File: src/core/asu_pkg.sv
// Constants and types shared by the asynchronous serial block
package asu_pkg;
	localparam logic [2:0] ASU_MODE_NORMAL = 3'h0;
	localparam logic [2:0] ASU_MODE_MULTIPROC = 3'h1;
	localparam int ASU_RELOAD_W = 15;
	localparam int ASU_FIFO_DEPTH = 16;
	localparam int ASU_FIFO_AW = 4;
	localparam int ASU_CHAR_W = 9;
	localparam logic [ASU_RELOAD_W-1:0] ASU_RELOAD_RST = 15'h0000;
	localparam logic [1:0] ASU_OVERSAMPLE = 2'h3;
	localparam logic [3:0] ASU_LEN_MIN = 4'h5;
	localparam logic [3:0] ASU_LEN_MAX = 4'h9;
	localparam logic [3:0] ASU_LEN_MP7 = 4'h7;
	localparam logic [3:0] ASU_LEN_MP8 = 4'h8;
	typedef enum logic [3:0] {
		ASU_IDLE = 4'b0001,
		ASU_START = 4'b0010,
		ASU_DATA = 4'b0100,
		ASU_STOP = 4'b1000
	} asu_state_type;
endpackage

File: src/core/asu_uart.sv
// Asynchronous serial transceiver with FIFOs and flow control
`timescale 1ns/1ps
// How it works
// - Three samples per bit, majority decides
// - Fifteen-bit reload baud generator, external clock
// - Length 5..9 normal, 7/8 multiprocessor
// - NRZ or inverted NRZ both lines
// - Start on falling, or rising when inverted
// - Framing, overrun always; parity normal only
// - Holding registers allow simultaneous transmit/receive
// - FIFOs of nine-bit entries, depth parameter
// - Each FIFO assignable to either direction
// - Each FIFO has separate reset
// - Transmit FIFO data can be resent
// - Receive FIFO interrupt level programmable
// - CTS pauses transmit, RTS throttles peer
// - Receive request on data or error
// - Transmit-empty request when shifting starts, or while the transmit FIFO is not full
// - Transmit-idle request while line idle
// - Transmit FIFO request when FIFO empty
// - Receive-data and transmit-empty requests also serve as DMA triggers
// - Multiprocessor role input has no effect; frames always sent with data flag
// - Active only in mode 0 or 1
// - Three-bit mode field, encodings zero, one
module asu_uart
	import asu_pkg::*;
(
	input wire logic mclk,
	input wire logic rst_n,
	input wire logic mode_select_bit2,
	input wire logic mode_select_bit1,
	input wire logic mode_select_bit0,
	input wire logic programmable_clear,
	input wire logic [3:0] char_len,
	input wire logic parity_en,
	input wire logic parity_odd,
	input wire logic invert_nrz,
	input wire logic [ASU_RELOAD_W-1:0] baud_reload,
	input wire logic ext_clk_sel,
	input wire logic ext_clk,
	input wire logic slave_role,
	input wire logic flow_en,
	input wire logic cts_n,
	output logic rts_n,
	input wire logic fifo1_en,
	input wire logic fifo1_is_rx,
	input wire logic fifo2_en,
	input wire logic fifo2_is_rx,
	input wire logic fifo1_reset,
	input wire logic fifo2_reset,
	input wire logic tx_resend,
	input wire logic [ASU_FIFO_AW:0] rx_fifo_level,
	input wire logic tx_wr,
	input wire logic [ASU_CHAR_W-1:0] tx_data,
	input wire logic rx_rd,
	input wire logic err_clear,
	output logic [ASU_CHAR_W-1:0] rx_data,
	output logic rx_full,
	output logic rx_addr_flag,
	output logic parity_err,
	output logic frame_err,
	output logic overrun_err,
	output logic tx_empty,
	output logic tx_idle,
	output logic txd,
	input wire logic rxd,
	output logic rx_irq,
	output logic tx_irq,
	output logic tx_idle_irq,
	output logic tx_fifo_irq,
	output logic rx_dma_req,
	output logic tx_dma_req
);
	logic [2:0] mode;
	logic active, mp, tick, ext_q, ext_edge, line_in, rx_prev_q;
	logic [3:0] len, rx_bit_q, tx_bit_q;
	logic [ASU_RELOAD_W-1:0] baud_cnt_q;
	asu_state_type rx_st_q, tx_st_q;
	logic [1:0] votes_q, nsamp_q, tx_ph_q;
	logic [ASU_CHAR_W-1:0] rx_sh_q, rx_word, tx_holding_reg_q;
	logic [ASU_CHAR_W-1:0] rx_holding_reg_q, f1_q, f2_q, txf_q, rxf_q;
	logic [ASU_CHAR_W:0] tx_sh_q;
	logic rx_par_q, rx_done, rx_fe, rx_pe, tx_hold_full_q, tx_par_q;
	logic tx_line_q, tx_load, rx_full_q, tx_fifo_on, rx_fifo_on, tx_src_ok;
	logic f1_wr, f1_rd, f2_wr, f2_rd, f1_empty, f2_empty, f1_full, f2_full;
	logic [ASU_FIFO_AW:0] f1_lvl, f2_lvl, rxf_lvl;
	logic txf_empty, txf_full, rxf_empty, rxf_full;

	// Majority of three samples
	function automatic logic maj(input logic [1:0] ones);
		maj = (ones >= 2'h2);
	endfunction

	// Even parity over the active character bits
	function automatic logic par(input logic [ASU_CHAR_W-1:0] d,
	                             input logic [3:0] n);
		logic p;
		p = 1'b0;
		for (int i = 0; i < ASU_CHAR_W; i++) begin
			if (4'(i) < n) begin
				p = p ^ d[i];
			end
		end
		par = p;
	endfunction

	// Mode decode and length limiting
	assign mode = {mode_select_bit2, mode_select_bit1, mode_select_bit0};
	assign active = (mode == ASU_MODE_NORMAL) ||
	                (mode == ASU_MODE_MULTIPROC);
	assign mp = (mode == ASU_MODE_MULTIPROC);
	always_comb begin
		len = char_len;
		if (mp) begin
			len = (char_len == ASU_LEN_MP7) ? ASU_LEN_MP7 : ASU_LEN_MP8;
		end else if (char_len < ASU_LEN_MIN) begin
			len = ASU_LEN_MIN;
		end else if (char_len > ASU_LEN_MAX) begin
			len = ASU_LEN_MAX;
		end
	end

	// Line polarity
	assign line_in = rxd ^ invert_nrz;
	assign txd = tx_line_q ^ invert_nrz;

	// External clock edge for the reload counter
	always_ff @(posedge mclk) begin
		if (!rst_n) begin
			ext_q <= 1'b0;
		end else begin
			ext_q <= ext_clk;
		end
	end
	assign ext_edge = ext_clk && !ext_q;

	// Baud generator: down-count, reload at zero, tick per reload
	always_ff @(posedge mclk) begin
		if (!rst_n || programmable_clear || !active) begin
			baud_cnt_q <= ASU_RELOAD_RST;
		end else if (!ext_clk_sel || ext_edge) begin
			if (baud_cnt_q == '0) begin
				baud_cnt_q <= baud_reload;
			end else begin
				baud_cnt_q <= baud_cnt_q - 1'b1;
			end
		end
	end
	assign tick = (baud_cnt_q == '0) && (!ext_clk_sel || ext_edge);

	// FIFO routing by software selection
	assign tx_fifo_on = (fifo1_en && !fifo1_is_rx) ||
	                    (fifo2_en && !fifo2_is_rx);
	assign rx_fifo_on = (fifo1_en && fifo1_is_rx) ||
	                    (fifo2_en && fifo2_is_rx);
	assign txf_q = (fifo1_en && !fifo1_is_rx) ? f1_q : f2_q;
	assign txf_empty = (fifo1_en && !fifo1_is_rx) ? f1_empty : f2_empty;
	assign txf_full = (fifo1_en && !fifo1_is_rx) ? f1_full : f2_full;
	assign rxf_q = (fifo1_en && fifo1_is_rx) ? f1_q : f2_q;
	assign rxf_empty = (fifo1_en && fifo1_is_rx) ? f1_empty : f2_empty;
	assign rxf_full = (fifo1_en && fifo1_is_rx) ? f1_full : f2_full;
	assign rxf_lvl = (fifo1_en && fifo1_is_rx) ? f1_lvl : f2_lvl;
	assign f1_wr = fifo1_en && (fifo1_is_rx ? rx_done && !rx_fe && !rx_pe
	               : tx_wr);
	assign f2_wr = fifo2_en && !(fifo1_en && fifo1_is_rx == fifo2_is_rx) &&
	               (fifo2_is_rx ? rx_done && !rx_fe && !rx_pe : tx_wr);
	assign f1_rd = fifo1_en && (fifo1_is_rx ? rx_rd : tx_load);
	assign f2_rd = fifo2_en && !(fifo1_en && fifo1_is_rx == fifo2_is_rx) &&
	               (fifo2_is_rx ? rx_rd : tx_load);

	// Two FIFOs, each with its own clear
	asu_fifo u_fifo1 (
		.mclk(mclk), .rst_n(rst_n),
		.clear(fifo1_reset || programmable_clear),
		.rewind(tx_resend && !fifo1_is_rx),
		.wr_en(f1_wr), .wr_data(fifo1_is_rx ? rx_word : tx_data),
		.rd_en(f1_rd), .rd_data(f1_q), .empty(f1_empty), .full(f1_full),
		.level(f1_lvl)
	);
	asu_fifo u_fifo2 (
		.mclk(mclk), .rst_n(rst_n),
		.clear(fifo2_reset || programmable_clear),
		.rewind(tx_resend && !fifo2_is_rx),
		.wr_en(f2_wr), .wr_data(fifo2_is_rx ? rx_word : tx_data),
		.rd_en(f2_rd), .rd_data(f2_q), .empty(f2_empty), .full(f2_full),
		.level(f2_lvl)
	);

	// Transmit holding register when no FIFO feeds the shifter
	always_ff @(posedge mclk) begin
		if (!rst_n || programmable_clear) begin
			tx_hold_full_q <= 1'b0;
			tx_holding_reg_q <= '0;
		end else if (!tx_fifo_on && tx_wr) begin
			tx_hold_full_q <= 1'b1;
			tx_holding_reg_q <= tx_data;
		end else if (tx_load) begin
			tx_hold_full_q <= 1'b0;
		end
	end
	assign tx_src_ok = tx_fifo_on ? !txf_empty : tx_hold_full_q;
	assign tx_load = active && tx_st_q == ASU_IDLE && tx_src_ok && tick &&
	                 !(flow_en && cts_n);

	// Transmit shifter: start, data, parity or flag, stop; three ticks a bit
	always_ff @(posedge mclk) begin
		if (!rst_n || programmable_clear) begin
			tx_st_q <= ASU_IDLE;
			tx_line_q <= 1'b1;
			tx_sh_q <= '0;
			tx_bit_q <= '0;
			tx_par_q <= 1'b0;
			tx_ph_q <= '0;
		end else if (tick && tx_st_q != ASU_IDLE &&
		             tx_ph_q != ASU_OVERSAMPLE - 2'h1) begin
			tx_ph_q <= tx_ph_q + 2'h1;
		end else if (tick) begin
			tx_ph_q <= '0;
			case (tx_st_q)
			ASU_IDLE: begin
				tx_line_q <= 1'b1;
				if (tx_load) begin
					tx_sh_q <= {1'b0, tx_fifo_on ? txf_q : tx_holding_reg_q};
					tx_par_q <= par(tx_fifo_on ? txf_q : tx_holding_reg_q,
					                len) ^ parity_odd;
					tx_line_q <= 1'b0;
					tx_st_q <= ASU_DATA;
					tx_bit_q <= '0;
				end
			end
			ASU_DATA: begin
				if (tx_bit_q < len) begin
					tx_line_q <= tx_sh_q[0];
					tx_sh_q <= tx_sh_q >> 1;
				end else if (tx_bit_q == len && mp) begin
					tx_line_q <= 1'b0; // address/data flag, data
				end else if (tx_bit_q == len && parity_en) begin
					tx_line_q <= tx_par_q;
				end else begin
					tx_line_q <= 1'b1;
					tx_st_q <= ASU_STOP;
				end
				tx_bit_q <= tx_bit_q + 1'b1;
			end
			ASU_STOP: tx_st_q <= ASU_IDLE;
			default: tx_st_q <= ASU_IDLE;
			endcase
		end
	end

	// Receiver: edge start, three samples per bit
	always_ff @(posedge mclk) begin
		if (!rst_n || programmable_clear) begin
			rx_st_q <= ASU_IDLE;
			rx_prev_q <= 1'b1;
			votes_q <= '0;
			nsamp_q <= '0;
			rx_bit_q <= '0;
			rx_sh_q <= '0;
			rx_par_q <= 1'b0;
		end else begin
			rx_prev_q <= line_in;
			case (rx_st_q)
			ASU_IDLE: if (active && rx_prev_q && !line_in) begin
				rx_st_q <= ASU_START;
				rx_sh_q <= '0;
				votes_q <= '0;
				nsamp_q <= '0;
				rx_bit_q <= '0;
			end
			ASU_START, ASU_DATA, ASU_STOP: begin
				if (tick) begin
					nsamp_q <= nsamp_q + 1'b1;
					votes_q <= votes_q + {1'b0, line_in};
					if (nsamp_q == ASU_OVERSAMPLE - 2'h1) begin
						nsamp_q <= '0;
						votes_q <= '0;
						rx_bit_q <= rx_bit_q + 1'b1;
						if (rx_st_q == ASU_START) begin
							rx_st_q <= ASU_DATA;
							rx_bit_q <= '0;
						end else if (rx_bit_q < len) begin
							rx_sh_q[rx_bit_q] <= maj(votes_q +
							                   {1'b0, line_in});
						end else if (rx_bit_q == len && (mp || parity_en)) begin
							rx_par_q <= maj(votes_q + {1'b0, line_in});
						end else begin
							rx_st_q <= ASU_STOP;
						end
						if (rx_st_q == ASU_STOP) begin
							rx_st_q <= ASU_IDLE;
						end
					end
				end
			end
			default: rx_st_q <= ASU_IDLE;
			endcase
		end
	end
	// Stop-bit sample ends the frame
	assign rx_done = tick && rx_st_q == ASU_DATA &&
	                 nsamp_q == ASU_OVERSAMPLE - 2'h1 &&
	                 rx_bit_q == len + ((mp || parity_en) ? 4'h1 : 4'h0);
	assign rx_fe = !maj(votes_q + {1'b0, line_in});
	assign rx_pe = !mp && parity_en &&
	               (par(rx_sh_q, len) ^ parity_odd ^ rx_par_q);
	assign rx_word = rx_sh_q;

	// Receive holding register and error flags; set beats clear
	always_ff @(posedge mclk) begin
		if (!rst_n || programmable_clear) begin
			rx_holding_reg_q <= '0;
			rx_full_q <= 1'b0;
			frame_err <= 1'b0;
			parity_err <= 1'b0;
			overrun_err <= 1'b0;
			rx_addr_flag <= 1'b0;
		end else begin
			if (rx_rd) begin
				rx_full_q <= 1'b0;
			end
			if (err_clear) begin
				frame_err <= 1'b0;
				parity_err <= 1'b0;
				overrun_err <= 1'b0;
			end
			if (rx_done) begin
				if (rx_fe) begin
					frame_err <= 1'b1;
				end
				if (rx_pe) begin
					parity_err <= 1'b1;
				end
				if (!rx_fifo_on) begin
					if (rx_full_q && !rx_rd) begin
						overrun_err <= 1'b1;
					end else begin
						rx_holding_reg_q <= rx_word;
						rx_full_q <= 1'b1;
						rx_addr_flag <= mp && rx_par_q;
					end
				end else if (rxf_full) begin
					overrun_err <= 1'b1;
				end
			end
		end
	end
	assign rx_data = rx_fifo_on ? rxf_q : rx_holding_reg_q;
	assign rx_full = rx_fifo_on ? !rxf_empty : rx_full_q;

	// Requests; slave_role has no effect, data frames are received in either role
	assign tx_empty = tx_fifo_on ? !txf_full : !tx_hold_full_q;
	assign tx_idle = (tx_st_q == ASU_IDLE) && !tx_src_ok;
	assign rx_irq = (rx_fifo_on ? (rxf_lvl >= rx_fifo_level &&
	                 !rxf_empty) : rx_full_q) ||
	                frame_err || parity_err || overrun_err;
	assign tx_irq = active && tx_empty;
	assign tx_idle_irq = active && tx_idle;
	assign tx_fifo_irq = active && tx_fifo_on && txf_empty;
	assign rx_dma_req = rx_irq && !frame_err && !parity_err &&
	                    !overrun_err;
	assign tx_dma_req = tx_irq;
	assign rts_n = flow_en && (rx_fifo_on ? rxf_full : rx_full_q);
	// Inputs used only by software convention
	logic unused_slave;
	assign unused_slave = slave_role;
endmodule // asu_uart

File: src/core/asu_fifo.sv
// Synchronous FIFO with reset, level output and resend rewind
`timescale 1ns/1ps
module asu_fifo
	import asu_pkg::*;
(
	input wire logic mclk,
	input wire logic rst_n,
	input wire logic clear,
	input wire logic rewind,
	input wire logic wr_en,
	input wire logic [ASU_CHAR_W-1:0] wr_data,
	input wire logic rd_en,
	output logic [ASU_CHAR_W-1:0] rd_data,
	output logic empty,
	output logic full,
	output logic [ASU_FIFO_AW:0] level
);
	logic [ASU_CHAR_W-1:0] mem [ASU_FIFO_DEPTH];
	logic [ASU_FIFO_AW:0] wp_q;
	logic [ASU_FIFO_AW:0] rp_q;
	logic [ASU_FIFO_AW:0] mark_q;
	logic do_wr;
	logic do_rd;

	// Handshake terms
	assign empty = (wp_q == rp_q);
	assign full = (level == ASU_FIFO_AW'(0) + (ASU_FIFO_AW+1)'(ASU_FIFO_DEPTH));
	assign level = wp_q - rp_q;
	assign do_wr = wr_en && !full;
	assign do_rd = rd_en && !empty;
	assign rd_data = mem[rp_q[ASU_FIFO_AW-1:0]];

	// Storage
	always_ff @(posedge mclk) begin
		if (do_wr) begin
			mem[wp_q[ASU_FIFO_AW-1:0]] <= wr_data;
		end
	end

	// Pointers; mark holds the start of data kept for resend
	always_ff @(posedge mclk) begin
		if (!rst_n || clear) begin
			wp_q <= '0;
			rp_q <= '0;
			mark_q <= '0;
		end else if (rewind) begin
			rp_q <= mark_q;
		end else begin
			if (do_wr) begin
				wp_q <= wp_q + 1'b1;
			end
			if (do_rd) begin
				rp_q <= rp_q + 1'b1;
			end
			if (do_wr && full == 1'b0 && wp_q - mark_q ==
			    (ASU_FIFO_AW+1)'(ASU_FIFO_DEPTH)) begin
				mark_q <= mark_q + 1'b1;
			end
		end
	end
endmodule // asu_fifo

File: config.mk
export PLATFORM = sky130hd
export DESIGN_NAME = asu_uart
export DESIGN_NICKNAME = d
export VERILOG_FILES = /design/src/core/asu_pkg.sv /design/src/core/asu_uart.sv /design/src/core/asu_fifo.sv
export SDC_FILE = /design/constraint.sdc
export NUM_CORES = 1
export LEC_CHECK = 0
export BUFFER_PORTS_ARGS = -buffer_cell sky130_fd_sc_hd__buf_4
export CAP_MARGIN = 15
export CORE_MARGIN = 4
export CORE_UTILIZATION = 35
export DETAILED_ROUTE_END_ITERATION = 8
export GPL_ROUTABILITY_DRIVEN = 0
export PLACE_DENSITY_LB_ADDON = 0.25
export SLEW_MARGIN = 10
export SYNTH_ARGS = -nofsm -noshare
export SYNTH_HDL_FRONTEND = slang
export SYNTH_SLANG_ARGS = --single-unit
File: constraint.sdc
create_clock -name mclk -period 13.2 [get_ports mclk]
set_clock_uncertainty 0.15 [all_clocks]
set_input_delay 2.64 -clock mclk [delete_from_list [all_inputs] [get_ports mclk]]
set_output_delay 2.64 -clock mclk [all_outputs]
set_load 0.005 [all_outputs]
==> run_results.csv <==
group,metric,value,unit
final_layout,syn2layout_area_growth,14.2,%
final_layout,nFillCells,5038,
power_and_ir_drop,p_per_area,126,nW/um2
timing,slew-limit-headroom,27.6,%
cts,root_buffer,"clkbuf_16",
cts,cts_tree,"done",
synth,synth_edf_count,288,
timing,rsz0062_at_grt,"no",
hold_path,hp-class,"flop to flop",
floorplan,core-area,54100,um2
route,firstDrtPassIters,5,
worst_setup_path,crit_arrival,5450,ps
route,avgViaCountPerCell,5.39,
cts,htree_levels,2,
power_and_ir_drop,ir_drop,73.3,uV
floorplan,die_w,243,um
synth,yosysMostFrequentCell,"edfxtp_1",
floorplan,ios,82,
worst_setup_path,critPathMaxFanout,26,
route,dr_total_vias,12500,
worst_setup_path,cpPeakStageDelay,790,ps
worst_setup_path,end_kind,"output pin",
power_and_ir_drop,p_leak,7.31,nW
synth,ys_top_cells_by_count,"edfxtp_1 (288), dfxtp_1 (121), nand2_1 (119), nor2_1 (114), a21oi_1 (100)",
route,final_antenna_net_count,0,
synth,synth-xor-area-share,2.55,%
timing,setup_viol,0,
final_layout,drive_above_1_share,18.2,%
synth,syn_avg_cell_area,12.8,um2
route,wire_per_inst,21.1,um
final_layout,finalNetCount,1698,
worst_setup_path,start_kind,"input pin",
global_route,track_usage,16.4,%
place,place_ws,4990,ps
cts,cts_buffer_depth,3,
timing,post-route-period-util,62.4,%
flow_run,drv_cap,0,
synth,ys_warn_count,0,
global_route,grt_pass1_vias,12500,
cts,postCtsHoldBufs,0,
timing,final.setup.tns,0,ps
synth,ys_seq_area_share,57.4,%
worst_setup_path,cp_slowest_cell,"and2_1",
worst_setup_path,path_cells,"buf_4, and2_1, nand2_1, nand2_1, ha_1, nand2b_1, a21o_1, a21oi_1, nor2b_1, o21ai_0, nand2b_1, a221o_1, nor2b_1, buf_4",
place,io_buffer_count,80,
route,drt-total-wl,49000,um
synth,synth_compound_area_share,10.3,%
timing,slew_violations,0,
timing,worst_pin_slew,1080,ps
place,dp_hpwl,33700,um
synth,synth_area,19300,um2
global_route,grt_pass1_wl,75400,um
synth,synthCells,1512,
synth,synth_top_area_share,44.8,%
floorplan,start_util,35.6,%
cts,clkLatencyLatePin,580,ps
synth,synth_area_leaders,"edfxtp_1 (45%), dfxtp_1 (13%), mux4_2 (7.2%)",
synth,synth_nets,1623,
global_route,grt_antenna_before_repair,2,
route,drt_iter0_drc,1023,
cts,cts_resized,0,
floorplan,dieArea,58900,um2
worst_setup_path,worst-setup-path-type,"input pin to output pin",
synth,yosys-mux-area-fraction,12.2,%
final_layout,regArea,11100,um2
timing,fin_crit,8240,ps
cts,cts.sinks,409,
synth,synth_cell_types,80,
global_route,grt_remaining_overflow,0,
synth,synth_top_family_by_area,"multiplexers",
floorplan,num_rows,85,
synth,yosys_register_bits,409,
route,post-route-drc-count,0,
synth,synth_simple_gate_area_share,11.5,%
timing,fmax,121,MHz
floorplan,die_h,243,um
status,run_status,"complete, no violations",
cts,cts_buffers,45,
timing,setup_ws,4960,ps
synth,post-synth-top-area-cell,"edfxtp_1",
synth,synthArstFlopShare,0,%
timing,finalHoldViolations,0,
cts,cts_setup_buffers,0,
final_layout,multi_input_area,7750,um2
global_route,grt_start_max_net_pins,57,
worst_setup_path,crit_required,10410,ps
cts,clk_pin_slew,60,ps
synth,synthFlopType,"edfxtp_1",
synth,synth_fa_ha_area_share,3.52,%
==> metal layers <==
metal | vias up | GRT usage [%] | part of all wire (%)
met5 | - | 0 | 0
met4 | 0 | 4.31 | 1.8
met3 | 53 | 4.25 | 7.4
met2 | 351 | 25.7 | 45
met1 | 6220 | 22.8 | 45
li1 | 5883 | - | -
==> final cells by class <==
class | count | area share [%]
timing repair buffer | 102 | 3.48
clock inverter | 26 | 0.852
sequential | 409 | 50.3
multi-input combinational | 988 | 35.2
clock buffer | 56 | 5.48
antenna | 2 | 0.0227
inverter | 41 | 0.699
tap | 696 | 3.95
==> power by group <==
group          switching (W)  leakage, nW  internal [W]
clock               0.000526        0.688      0.000674
combinational       0.000117         3.14     0.0000694
sequential        0.00000387         3.49       0.00138
total               0.000646         7.31       0.00212
==> cells by family (layout without fill, tap and decap cells) <==
kind of cell / Yosys count / count (layout)
adders and majority gates: 53 / 53
AOI/OAI and AO/OA: 290 / 290
DFF: 409 / 409
buffers and inverters: 115 / 225
other: 0 / 2
and+or+nand+nor: 438 / 438
xor gates and xnor gates: 53 / 53
muxes: 154 / 154
==> worst max-delay path: cells and delay by family <==
kind                       cells  cell delay, ps
and+or+nand+nor                7            1410
AOI/OAI and AO/OA              4             810
buffers and inverters          2             360
adders and majority gates      1             220
==> stage by stage <==
step / utilization [%] / hold WS, ps / std cells / total power, W / area [um2]
CTS: 40.7 / 305 / 2317 / 0.00280 / 22000
floorplan: - / 286 / 1512 / 0.00152 / 19300
global placement: 38.1 / 292 / 2235 / 0.00159 / 20600
global route: 40.7 / 330 / 2319 / 0.00287 / 22000
finish: 40.7 / 305 / 2320 / 0.00277 / 22000
detailed placement: 38.1 / 297 / 2235 / 0.00159 / 20600
==> worst paths after layout <==
check,cells past startpoint,from,end,slack (ps)
setup / recovery,14,fifo1_is_rx,rx_dma_req,4960
hold / removal,2,tx_holding_reg_q[1],tx_holding_reg_q[1],300
setup reg to reg,11,baud_cnt_q[0],u_fifo2.mem[12][1],8470
hold reg to reg,2,tx_holding_reg_q[1],tx_holding_reg_q[1],300
==> sequential cells by signal (all words and copies together) (netlist names), 3 cells and up, named ones only <==
register	flops
tx_sh_q	9
tx_bit_q	4
u_fifo2.mem	144
tx_holding_reg_q	9
rx_bit_q	4
u_fifo1.mem	144
u_fifo2.wp_q	5
tx_st_q	3
u_fifo2.mark_q	5
u_fifo1.rp_q	5
u_fifo1.wp_q	5
rx_sh_q	9
u_fifo1.mark_q	5
baud_cnt_q	15
rx_st_q	4
rx_holding_reg_q	9
u_fifo2.rp_q	5
==> placed cells by master (no fill, tap or decap), types with 45 or more instances in the layout <==
cell	n
a21oi_1	100
buf_4	101
clkbuf_16	45
dfxtp_1	119
edfxtp_1	288
ha_1	51
mux2i_1	70
mux4_2	62
nand2_1	119
nor2_1	114
o21ai_0	54
Power figures use the tool's default switching activity.
